`src/hdl/acfg_pkg.sv`:
```
// Purpose: shared constants and types of the channel configuration bank
// Assumes: register indices are word indices, byte address is index times four
// Notes:   all offsets, field positions, stored-field reset values and codes live here
package acfg_pkg;

	// bus geometry
	localparam int unsigned ADDR_W = 12;
	localparam int unsigned DATA_W = 32;
	localparam int unsigned REG_W  = 8;

	// register indices as printed, and their byte addresses
	localparam logic [9:0]        IDX_SPAN78  = 10'h006;
	localparam logic [9:0]        IDX_AVG     = 10'h008;
	localparam logic [9:0]        IDX_TRIM1   = 10'h009;
	localparam logic [9:0]        IDX_TRIM2   = 10'h00A;
	localparam logic [9:0]        IDX_TRIM3   = 10'h00B;
	localparam logic [9:0]        IDX_STATUS  = 10'h020;
	localparam logic [ADDR_W-1:0] ADDR_SPAN78 = {IDX_SPAN78, 2'h0};
	localparam logic [ADDR_W-1:0] ADDR_AVG    = {IDX_AVG, 2'h0};
	localparam logic [ADDR_W-1:0] ADDR_TRIM1  = {IDX_TRIM1, 2'h0};
	localparam logic [ADDR_W-1:0] ADDR_TRIM2  = {IDX_TRIM2, 2'h0};
	localparam logic [ADDR_W-1:0] ADDR_TRIM3  = {IDX_TRIM3, 2'h0};
	localparam logic [ADDR_W-1:0] ADDR_STATUS = {IDX_STATUS, 2'h0};

	// field positions
	localparam int unsigned SPAN_LO_LSB = 0;
	localparam int unsigned SPAN_HI_LSB = 4;
	localparam int unsigned NIB_W       = 4;
	localparam int unsigned TRIM_W      = 6;
	localparam int unsigned OHMS_W      = 16;
	localparam int unsigned TRIM_STEP_SHIFT = 10;

	// reset values
	localparam logic [NIB_W-1:0]  SPAN_RESET = 4'h3;
	localparam logic [REG_W-1:0]  AVG_RESET  = 8'h00;
	localparam logic [TRIM_W-1:0] TRIM_RESET = 6'h00;

	// span codes
	localparam logic [NIB_W-1:0] SPAN_CODE_2P5    = 4'h0;
	localparam logic [NIB_W-1:0] SPAN_CODE_5      = 4'h1;
	localparam logic [NIB_W-1:0] SPAN_CODE_10_MAX = 4'hB;

	// averaging ratio codes
	localparam logic [NIB_W-1:0] RATIO_CODE_NONE = 4'h0;
	localparam logic [NIB_W-1:0] RATIO_CODE_MAX  = 4'h8;
	localparam int unsigned      RATIO_W         = 9;

	// bus slave states
	typedef enum logic [0:0] {
		ST_IDLE  = 1'b0,
		ST_REPLY = 1'b1
	} acfg_bus_state_type;

endpackage

```
`src/hdl/acfg_regs.sv`:
```
// Purpose: channel span, averaging and filter trim configuration registers
// Assumes: APB slave with 32-bit data, one word per register
// Notes:   every setting is presented registered to the conversion engine
//
// The APB interface to the registers is this design's own decision.
`timescale 1ns/10ps

// What this block does
// channel eight span code, read/write, upper nibble, resets to 3
// channel seven span code, read/write, lower nibble, resets to 3
// span code 0 is 2.5 V, 1 is 5 V, 2 to 11 is 10 V, rest reserved
// upper nibble of averaging register holds read/write padding count
// lower nibble picks ratio two to the n up to 8; above 8 means off
// averaging register sits at 0x08 and resets to zero
// trim registers hold six read/write bits, 1024 ohms per step
// trims for channels one to three at 0x09, 0x0A, 0x0B, reset zero
// span register for channels seven and eight at 0x06, resets to 0x33
// top two trim bits read zero and ignore writes
// stored settings drive the conversion logic continuously
module acfg_regs (
	// clock and reset
	input  wire logic                 pclk,
	input  wire logic                 presetn,
	// apb slave
	input  wire logic                 psel,
	input  wire logic                 penable,
	input  wire logic                 pwrite,
	input  wire logic [11:0]          paddr,
	input  wire logic [31:0]          pwdata,
	input  wire logic [3:0]           pstrb,
	output logic                      pready,
	output logic [31:0]               prdata,
	output logic                      pslverr,
	// span settings
	output logic [3:0]                channel_seven_span_sel,
	output logic [3:0]                channel_eight_span_sel,
	output logic [2:0]                ch7_span_onehot,
	output logic [2:0]                ch8_span_onehot,
	output logic                      ch7_span_reserved,
	output logic                      ch8_span_reserved,
	// averaging settings
	output logic [3:0]                avg_padding_count,
	output logic [3:0]                avg_ratio_code,
	output logic                      avg_enable,
	output logic [8:0]                avg_ratio,
	// filter trim settings
	output logic [5:0]                channel_one_filter_trim,
	output logic [5:0]                channel_two_filter_trim,
	output logic [5:0]                channel_three_filter_trim,
	output logic [15:0]               ch1_series_filter_resistance,
	output logic [15:0]               ch2_series_filter_resistance,
	output logic [15:0]               ch3_series_filter_resistance,
	// change notice
	output logic                      cfg_update
);

	// trim code to ohms, one step per 1024 ohms
	function automatic logic [15:0] trim_ohms(input logic [5:0] code);
		logic [15:0] wide;
		wide = {10'h000, code};
		trim_ohms = 16'(wide << acfg_pkg::TRIM_STEP_SHIFT);
	endfunction

	// averaging code to samples per result
	function automatic logic [8:0] ratio_of(input logic [3:0] code);
		logic ok;
		ok = (code <= acfg_pkg::RATIO_CODE_MAX);
		ratio_of = ok ? 9'(9'h001 << code) : 9'h001;
	endfunction

	// one four-bit field of a register byte
	function automatic logic [3:0] nib_of(input logic [7:0] b, input int unsigned lsb);
		nib_of = b[lsb +: acfg_pkg::NIB_W];
	endfunction

	// stored fields
	logic [3:0]  span7_r;
	logic [3:0]  span8_r;
	logic [3:0]  pad_r;
	logic [3:0]  ratio_r;
	logic [5:0]  trim1_r;
	logic [5:0]  trim2_r;
	logic [5:0]  trim3_r;

	// bus slave state and answer
	acfg_pkg::acfg_bus_state_type state_r;
	acfg_pkg::acfg_bus_state_type state_nxt;
	logic        pready_r;
	logic [31:0] prdata_r;
	logic        pslverr_r;

	// registered settings toward the conversion engine
	logic [2:0]  ch7_onehot_r;
	logic [2:0]  ch8_onehot_r;
	logic        ch7_rsvd_r;
	logic        ch8_rsvd_r;
	logic        avg_en_r;
	logic [8:0]  avg_ratio_r;
	logic [15:0] ohm1_r;
	logic [15:0] ohm2_r;
	logic [15:0] ohm3_r;
	logic        upd_r;

	// address decode
	wire hit_span  = (paddr == acfg_pkg::ADDR_SPAN78);
	wire hit_avg   = (paddr == acfg_pkg::ADDR_AVG);
	wire hit_trim1 = (paddr == acfg_pkg::ADDR_TRIM1);
	wire hit_trim2 = (paddr == acfg_pkg::ADDR_TRIM2);
	wire hit_trim3 = (paddr == acfg_pkg::ADDR_TRIM3);
	wire hit_stat  = (paddr == acfg_pkg::ADDR_STATUS);
	wire hit_any   = hit_span | hit_avg | hit_trim1 | hit_trim2 | hit_trim3 | hit_stat;

	// access phase seen for the first time, and the completing edge
	wire acc_start = psel & penable & (state_r == acfg_pkg::ST_IDLE);
	wire acc_done  = psel & penable & (state_r == acfg_pkg::ST_REPLY);

	// a write lands only on the completing edge with lane 0 enabled
	wire wr_ok     = acc_done & pwrite & pstrb[0];
	wire wr_span   = wr_ok & hit_span;
	wire wr_avg    = wr_ok & hit_avg;
	wire wr_trim1  = wr_ok & hit_trim1;
	wire wr_trim2  = wr_ok & hit_trim2;
	wire wr_trim3  = wr_ok & hit_trim3;
	wire wr_cfg    = wr_span | wr_avg | wr_trim1 | wr_trim2 | wr_trim3;

	// write data fields
	wire [7:0] wbyte = pwdata[7:0];
	wire [3:0] w_lo  = nib_of(wbyte, acfg_pkg::SPAN_LO_LSB);
	wire [3:0] w_hi  = nib_of(wbyte, acfg_pkg::SPAN_HI_LSB);
	wire [5:0] w_trm = wbyte[acfg_pkg::TRIM_W-1:0];

	// read views of each register, narrow data in the low bits
	wire [7:0] rd_span  = {span8_r, span7_r};
	wire [7:0] rd_avg   = {pad_r, ratio_r};
	wire [7:0] rd_trim1 = {2'h0, trim1_r};
	wire [7:0] rd_trim2 = {2'h0, trim2_r};
	wire [7:0] rd_trim3 = {2'h0, trim3_r};
	wire [7:0] rd_stat  = {5'h00, avg_en_r, ch8_rsvd_r, ch7_rsvd_r};

	// read mux, unmapped addresses read zero
	wire [7:0] rd_byte  = hit_span  ? rd_span  :
	                      hit_avg   ? rd_avg   :
	                      hit_trim1 ? rd_trim1 :
	                      hit_trim2 ? rd_trim2 :
	                      hit_trim3 ? rd_trim3 :
	                      hit_stat  ? rd_stat  : 8'h00;

	// answer word and error for the addressed register
	wire [31:0] rd_word = {24'h000000, rd_byte};
	wire        rd_err  = ~hit_any; // unmapped address

	// next bus state; the reply lasts one cycle so an aborted access cannot hang the slave
	always_comb begin
		state_nxt = state_r;
		unique case (state_r)
			acfg_pkg::ST_IDLE: begin
				if (acc_start) begin
					state_nxt = acfg_pkg::ST_REPLY;
				end
			end
			acfg_pkg::ST_REPLY: begin
				state_nxt = acfg_pkg::ST_IDLE;
			end
		endcase
	end

	// span decode for both channels
	wire d7_2p5;
	wire d7_5;
	wire d7_10;
	wire d7_rsvd;
	wire d8_2p5;
	wire d8_5;
	wire d8_10;
	wire d8_rsvd;

	// channel seven decoder
	acfg_span_decode u_dec7 (
		.code     (span7_r),
		.sel_2p5  (d7_2p5),
		.sel_5    (d7_5),
		.sel_10   (d7_10),
		.reserved (d7_rsvd)
	);

	// channel eight decoder
	acfg_span_decode u_dec8 (
		.code     (span8_r),
		.sel_2p5  (d8_2p5),
		.sel_5    (d8_5),
		.sel_10   (d8_10),
		.reserved (d8_rsvd)
	);

	// averaging is active only for codes 1 to 8
	wire avg_en_nxt = (ratio_r != acfg_pkg::RATIO_CODE_NONE) &
	                  (ratio_r <= acfg_pkg::RATIO_CODE_MAX);

	// bus slave state
	always_ff @(posedge pclk or negedge presetn) begin
		if (!presetn) begin
			state_r <= acfg_pkg::ST_IDLE;
		end else begin
			state_r <= state_nxt;
		end
	end

	// answer: one wait cycle, then ready with data and error
	always_ff @(posedge pclk or negedge presetn) begin
		if (!presetn) begin
			pready_r  <= 1'b0;
			prdata_r  <= 32'h0000_0000;
			pslverr_r <= 1'b0;
		end else begin
			pready_r  <= acc_start;
			prdata_r  <= acc_start ? rd_word : 32'h0000_0000;
			pslverr_r <= acc_start & rd_err;
		end
	end

	// span register for channels seven and eight
	always_ff @(posedge pclk or negedge presetn) begin
		if (!presetn) begin
			span7_r <= acfg_pkg::SPAN_RESET;
			span8_r <= acfg_pkg::SPAN_RESET;
		end else if (wr_span) begin
			span7_r <= w_lo;
			span8_r <= w_hi;
		end
	end

	// averaging register
	always_ff @(posedge pclk or negedge presetn) begin
		if (!presetn) begin
			pad_r   <= acfg_pkg::AVG_RESET[acfg_pkg::SPAN_HI_LSB +: acfg_pkg::NIB_W];
			ratio_r <= acfg_pkg::AVG_RESET[acfg_pkg::SPAN_LO_LSB +: acfg_pkg::NIB_W];
		end else if (wr_avg) begin
			pad_r   <= w_hi;
			ratio_r <= w_lo;
		end
	end

	// filter trim, channel one
	always_ff @(posedge pclk or negedge presetn) begin
		if (!presetn) begin
			trim1_r <= acfg_pkg::TRIM_RESET;
		end else if (wr_trim1) begin
			trim1_r <= w_trm;
		end
	end

	// filter trim, channel two
	always_ff @(posedge pclk or negedge presetn) begin
		if (!presetn) begin
			trim2_r <= acfg_pkg::TRIM_RESET;
		end else if (wr_trim2) begin
			trim2_r <= w_trm;
		end
	end

	// filter trim, channel three
	always_ff @(posedge pclk or negedge presetn) begin
		if (!presetn) begin
			trim3_r <= acfg_pkg::TRIM_RESET;
		end else if (wr_trim3) begin
			trim3_r <= w_trm;
		end
	end

	// decoded span selects, one cycle behind the stored code
	always_ff @(posedge pclk or negedge presetn) begin
		if (!presetn) begin
			ch7_onehot_r <= 3'h4;
			ch8_onehot_r <= 3'h4;
			ch7_rsvd_r   <= 1'b0;
			ch8_rsvd_r   <= 1'b0;
		end else begin
			ch7_onehot_r <= {d7_10, d7_5, d7_2p5};
			ch8_onehot_r <= {d8_10, d8_5, d8_2p5};
			ch7_rsvd_r   <= d7_rsvd;
			ch8_rsvd_r   <= d8_rsvd;
		end
	end

	// decoded averaging values
	always_ff @(posedge pclk or negedge presetn) begin
		if (!presetn) begin
			avg_en_r    <= 1'b0;
			avg_ratio_r <= 9'h001;
		end else begin
			avg_en_r    <= avg_en_nxt;
			avg_ratio_r <= ratio_of(ratio_r);
		end
	end

	// decoded trim resistances
	always_ff @(posedge pclk or negedge presetn) begin
		if (!presetn) begin
			ohm1_r      <= 16'h0000;
			ohm2_r      <= 16'h0000;
			ohm3_r      <= 16'h0000;
		end else begin
			ohm1_r      <= trim_ohms(trim1_r);
			ohm2_r      <= trim_ohms(trim2_r);
			ohm3_r      <= trim_ohms(trim3_r);
		end
	end

	// change notice, one cycle after any configuration write
	always_ff @(posedge pclk or negedge presetn) begin
		if (!presetn) begin
			upd_r <= 1'b0;
		end else begin
			upd_r <= wr_cfg;
		end
	end

	// bus outputs
	assign pready  = pready_r;
	assign prdata  = prdata_r;
	assign pslverr = pslverr_r;

	// stored settings, presented continuously
	assign channel_seven_span_sel    = span7_r;
	assign channel_eight_span_sel    = span8_r;
	assign avg_padding_count         = pad_r;
	assign avg_ratio_code            = ratio_r;
	assign channel_one_filter_trim   = trim1_r;
	assign channel_two_filter_trim   = trim2_r;
	assign channel_three_filter_trim = trim3_r;

	// decoded settings
	assign ch7_span_onehot              = ch7_onehot_r;
	assign ch8_span_onehot              = ch8_onehot_r;
	assign ch7_span_reserved            = ch7_rsvd_r;
	assign ch8_span_reserved            = ch8_rsvd_r;
	assign avg_enable                   = avg_en_r;
	assign avg_ratio                    = avg_ratio_r;
	assign ch1_series_filter_resistance = ohm1_r;
	assign ch2_series_filter_resistance = ohm2_r;
	assign ch3_series_filter_resistance = ohm3_r;
	assign cfg_update                   = upd_r;

endmodule

```
`src/hdl/acfg_span_decode.sv`:
```
// Purpose: decode one four-bit input span code into span selects
// Assumes: code comes straight from a stored register field
// Notes:   purely combinational; the caller registers the results
`timescale 1ns/10ps

module acfg_span_decode (
	// stored code
	input  wire logic [3:0] code,
	// decoded span
	output logic            sel_2p5,
	output logic            sel_5,
	output logic            sel_10,
	output logic            reserved
);

	// compare against the span code table
	wire is_2p5 = (code == acfg_pkg::SPAN_CODE_2P5);
	wire is_5   = (code == acfg_pkg::SPAN_CODE_5);
	wire in_map = (code <= acfg_pkg::SPAN_CODE_10_MAX);

	// every mapped code above the two low ones gives the widest span
	assign sel_2p5  = is_2p5;
	assign sel_5    = is_5;
	assign sel_10   = in_map & ~is_2p5 & ~is_5;
	assign reserved = ~in_map; // no span selected for reserved codes

endmodule

```
`config.mk`:
```
export PLATFORM = sky130hd
export DESIGN_NAME = acfg_regs
export DESIGN_NICKNAME = d
export VERILOG_FILES = /design/src/hdl/acfg_pkg.sv /design/src/hdl/acfg_regs.sv /design/src/hdl/acfg_span_decode.sv
export SDC_FILE = /design/constraint.sdc
export NUM_CORES = 1
export LEC_CHECK = 0
export BUFFER_PORTS_ARGS = -buffer_cell sky130_fd_sc_hd__buf_2
export CAP_MARGIN = 20
export CELL_PAD_IN_SITES_DETAIL_PLACEMENT = 1
export CELL_PAD_IN_SITES_GLOBAL_PLACEMENT = 1
export CORE_MARGIN = 8
export CORE_UTILIZATION = 31
export DETAILED_ROUTE_END_ITERATION = 10
export PLACE_DENSITY_LB_ADDON = 0.1
export SLEW_MARGIN = 20
export SYNTH_ARGS = -nofsm -noshare
export SYNTH_HDL_FRONTEND = slang
export SYNTH_SLANG_ARGS = --single-unit
export TNS_END_PERCENT = 1
```
`constraint.sdc`:
```
create_clock -name pclk -period 3.1 [get_ports pclk]
set_clock_uncertainty 0.2 [all_clocks]
set_input_delay 0.31 -clock pclk [delete_from_list [all_inputs] [get_ports pclk]]
set_output_delay 0.31 -clock pclk [all_outputs]
set_load 0.03 [all_outputs]
```
== Word level (Yosys, flattened, before mapping) ==
Cells that the tools add are included.
Operators by class
  add/sub/neg operators: 0
  multiply operators: 0
  divide/modulo/power cells: 0
  magnitude comparators: 3
  eq/ne operators: 8
  shift operators: 1
  mux-type cells: 10
  bitwise operators: 33
  reductions and logical operators: 3
Operators with widths (number)
  $eq 12x6->1 const B: 4
  $mux 8: 3
  $mux 6: 3
  $and 1x1->1: 16
  $eq 12x5->1 const B: 1
  $eq 12x8->1 const B: 1
  $le 4x4->1 const B: 3
  $mux 9: 1
  $or 1x1->1: 9
  $shl 1x4->9 const A: 1
  $eq 4x1->1 const B: 2
  $logic_not 4->1: 2
  $not 1->1: 8
  $reduce_bool 4->1: 1
  $mux 3: 1
  $pmux 1 s2: 1
  $mux 1: 1
Word-level totals
  bits in registers: 82
  bits in latches: 0
  RAM bits: 0
  memory bits (read-only): 0
  input bits: 53
  output and inout port bits: 135
  memories: 0

== Longest topological paths before layout ==
  depth in word-level cells: 9
  gate-level depth with buffers: 6
  gate-level depth less buffers: 5

== Cells and area by module ==
A second synthesis with hierarchy kept.
Second synthesis, totals
  cell total of the unflattened synthesis: 279
  area, all modules: 3554.7 µm²
Modules (own cells, without submodules)
  acfg_regs: instances 1, cells an instance 269, area each 3489.6 µm², seq. area each 2035.7 µm²
  acfg_span_decode: instances 2, cells an instance 5, area each 32.5 µm², seq. area each 0.0 µm²

== Worst setup path after synthesis ==
Ideal clock, no wire load.
  kind: register to register
  from: register pready (netlist name)
  to: register trim2_r[0], in the netlist channel_two_filter_trim[0]
  arrival: 1807 ps
  data required time: 2775 ps
  path slack: 968 ps
  cell stages (with the launch flop): 6
  path buffers: 1
  cells stage by stage: dfrtp_1 nand3_1 or2_2 clkbuf_1 nor3_4 mux2_4
RTL lines
  end signal, assigned: line acfg_regs.sv:255  | trim2_r <= acfg_pkg::TRIM_RESET;
  end signal, assigned: line acfg_regs.sv:257  | trim2_r <= w_trm;
  end, declared: line acfg_regs.sv:82  | logic [5:0] trim2_r;

== Worst setup path after layout ==
  from: input paddr[8]
  to: register trim2_r[5], in the netlist channel_two_filter_trim[5]
On the way
  cells in the longest elaborated chain, start to end: 2
RTL lines
  start, declared: line acfg_regs.sv:28  | input wire logic [11:0] paddr,
  $eq 12x6->1: line acfg_regs.sv:108  | wire hit_trim2 = (paddr == acfg_pkg::ADDR_TRIM2);
  $and 1x1->1: line acfg_regs.sv:122  | wire wr_trim2 = wr_ok & hit_trim2;
No other way between the ends.
A chain may end at the register's enable or synchronous reset.

==> impl_metrics.ini <==
[cts]
clock_latency_ns = 0.33
cts_tree = yes
clkTransAtPathRegs_ns = 0.06
clockBufferDepth = 2
h-tree-depth = 3
cts_made_buffers = 9
root_buffer = clkbuf_16
clock-sinks = 81

[setup_path]
reg2reg_depth = 4
path_max_fanout = 7
r2r-end = channel_two_filter_trim[5]$_DFFE_PN0P_
arrival_ns = 2.07
r2r_start = pready$_DFF_PN0_
path_class = in2reg
crit_path_end_kind = register
start_kind = input pin
r2r_setup_slack_ns = 1.09
required_ns = 3.12

[floorplan]
fp.dieW_um = 124
core_mm2 = 0.0114
pin_count = 188
die_h_um = 124
start_util_pct = 31.6
die_area_mm2 = 0.0153
rows = 39

[outcome]
status = finished, final reports clean

[timing]
worst-slew-pin-transition_ns = 0.751
hold_violations = 0
slew_viol_final = 0
grt_setup_unrepaired = false
hold_slack_ns = 0.0270
min_period_over_period_pct = 66.3
finalSetupTns_ns = 0
setup_viol = 0
fmax_mhz = 487
relSlewSlack_pct = 50.0
timing.final.crit_period_ns = 2.05

[synth]
synth_edf_count = 0
synth.distinct_cells = 45
synth_xor_area_share_pct = 0.244
synth_compound_area_share_pct = 5.22
syn-mean-instance-area_um2 = 13.2
synth_top_family_by_area = multiplexers
ys_seq_elements = 81
synth_simple_gate_area_share_pct = 12.1
synthCells = 272
synth_adder_area_share_pct = 0
yosys_most_used_dff = dfrtp_1
ys_warn_count = 0
seq_area_frac_synth_pct = 56.7
synth_area_mm2 = 0.00359
muxShareOfSynthArea_pct = 13.2
synth_async_sr_flop_share_pct = 100

[min_path]
hold_end = avg_padding_count[2]$_DFFE_PN0P_
whs_path_depth = 2
hold_class = in2reg
hp-start = pwdata[6]

[global_routing]
track_usage_pct = 13.3
grt_pass1_wl_mm = 15.2
antenna_found_initial = 0
grt_pass1_vias = 2621
grt_max_degree = 82
gr-total-overflow = 0

[drt]
vias_per_cell = 4.60
postRouteWirelength_mm = 10.1
drc = 0
num_vias = 2440
routedWlPerCell_um = 19.1
drtIter0Drc = 124
ant_nets = 0
drt_pre_antenna_iters = 4

[placement]
gp_congestion = 0.765
placed_area_mm2 = 0.00408
port_buffers = 106
dp_hpwl_mm = 7.65

[final_layout]
final_util_pct = 38.5
drive_gt1_share_pct = 46.4
nets = 436
syn2layout_area_growth_pct = 21.8
antenna_cells = 0
final_area_mm2 = 0.00438

[power]
power_density_mw_per_mm2 = 515
p_leak_nw = 2.35
peakVddDrop_uv = 249

[job]
drv_cap = 0
[Yosys cell counts, types with 2 or more instances]
cell        n  area [um^2]
a21oi_1     3         15.0
a221o_1     2         20.0
a22oi_1     3         22.5
a31oi_1     2         12.5
a32oi_1     4         35.0
and2_1      5         31.3
buf_2       2         10.0
buf_4      54          405
clkbuf_1    5         18.8
dfrtp_1    74         1850
dfstp_2     7          184
inv_1       4         15.0
mux2_1      2         22.5
mux2_2     26          293
mux2_4      6         90.1
mux4_2      3         67.6
nand2_1     6         22.5
nand2b_1    6         37.5
nand3_1     5         25.0
nor2_1     13         48.8
nor2_4      2         22.5
nor3_1      7         35.0
nor3_4      3         48.8
nor4_1      2         12.5
o2111ai_1   2         17.5
o21ai_0     3         15.0
o221ai_1    2         17.5
or2_2       2         12.5
[registers in the layout, indices dropped and copies added (netlist names), 6 cells and up]
register                      cells
avg_ratio                         9
prdata                            8
channel_three_filter_trim         6
channel_two_filter_trim           6
channel_one_filter_trim           6
ch1_series_filter_resistance      6
ch3_series_filter_resistance      6
ch2_series_filter_resistance      6
[stage by stage]
| stage | power [mW] | cells | setup WS [ns] |
|---|---|---|---|
| floorplan | 1.25 | 325 | 0.968 |
| global placement | 1.25 | 514 | 0.684 |
| detailed placement | 1.25 | 514 | 0.648 |
| CTS | 2.29 | 530 | 1.01 |
| global route | 2.35 | 531 | 0.932 |
| finish | 2.25 | 531 | 1.05 |
[timing repair]
item | 4_1_cts | 5_1_grt
resized for setup | 0 | 0
endpoints found under the hold margin | 0 | 74
buffers inserted | 0 | 0
hold buffers | 0 | 1
[cell usage in the layout, fill, tap and decap left out, types with 7 or more instances in the layout]
cell / n
nor3_1: 7
clkbuf_16: 9
dfrtp_1: 74
buf_2: 105
mux2_2: 26
nor2_1: 13
dfstp_2: 7
conb_1: 54
[worst max-delay path, cell delays in order]
cell and delay, ns:
buf_2 0.12, nor4_4 0.51, nand3_4 0.21, nor3_4 0.56, mux2_4 0.35
[kinds of logic (layout without fill, tap and decap cells)]
kind of cell | count (synthesis) | count (layout)
DFF | 81 | 81
xor gates and xnor gates | 1 | 1
buffers and inverters | 65 | 128
and+or+nand+nor | 62 | 62
AOI/OAI and AO/OA | 25 | 25
muxes | 37 | 37
other | 1 | 54
[report_power, final]
group | leakage, nW | switching [mW] | internal (mW)
Combinational | 1.12 | 0.149 | 0.0244
Sequential | 1.09 | 0.000692 | 1.06
Clock | 0.137 | 0.462 | 0.557
Total | 2.35 | 0.612 | 1.64
[how the worst max path moves through the flow]
stage,start,to,slack [ns],depth (start not counted)
floorplan,pready$_DFF_PN0_,channel_two_filter_trim[0]$_DFFE_PN0P_,0.97,5
CTS,paddr[8],channel_two_filter_trim[2]$_DFFE_PN0P_,1.01,5
finish,paddr[8],channel_two_filter_trim[5]$_DFFE_PN0P_,1.05,5
global placement,paddr[7],channel_one_filter_trim[1]$_DFFE_PN0P_,0.68,5
global route,paddr[8],channel_one_filter_trim[2]$_DFFE_PN0P_,0.93,5
detailed placement,paddr[8],channel_two_filter_trim[5]$_DFFE_PN0P_,0.65,5
[layout make-up]
class	instances	area [um^2]
tap	143	179
fill	1278	6990
clock buffer	9	225
sequential	81	2040
timing repair buffer	108	554
inverter	4	15.0
multi-input combinational	179	1310
clock inverter	7	60.1
[layer usage]
metal  track usage, %  up-vias  routed length [um]
met5                0        -                   0
met4             5.12        0                 182
met3             3.67       12                 801
met2             21.3      105                4990
met1             16.7     1251                4160
li1                 -     1072                   -
No activity file was read; power rests on OpenSTA's default activity.
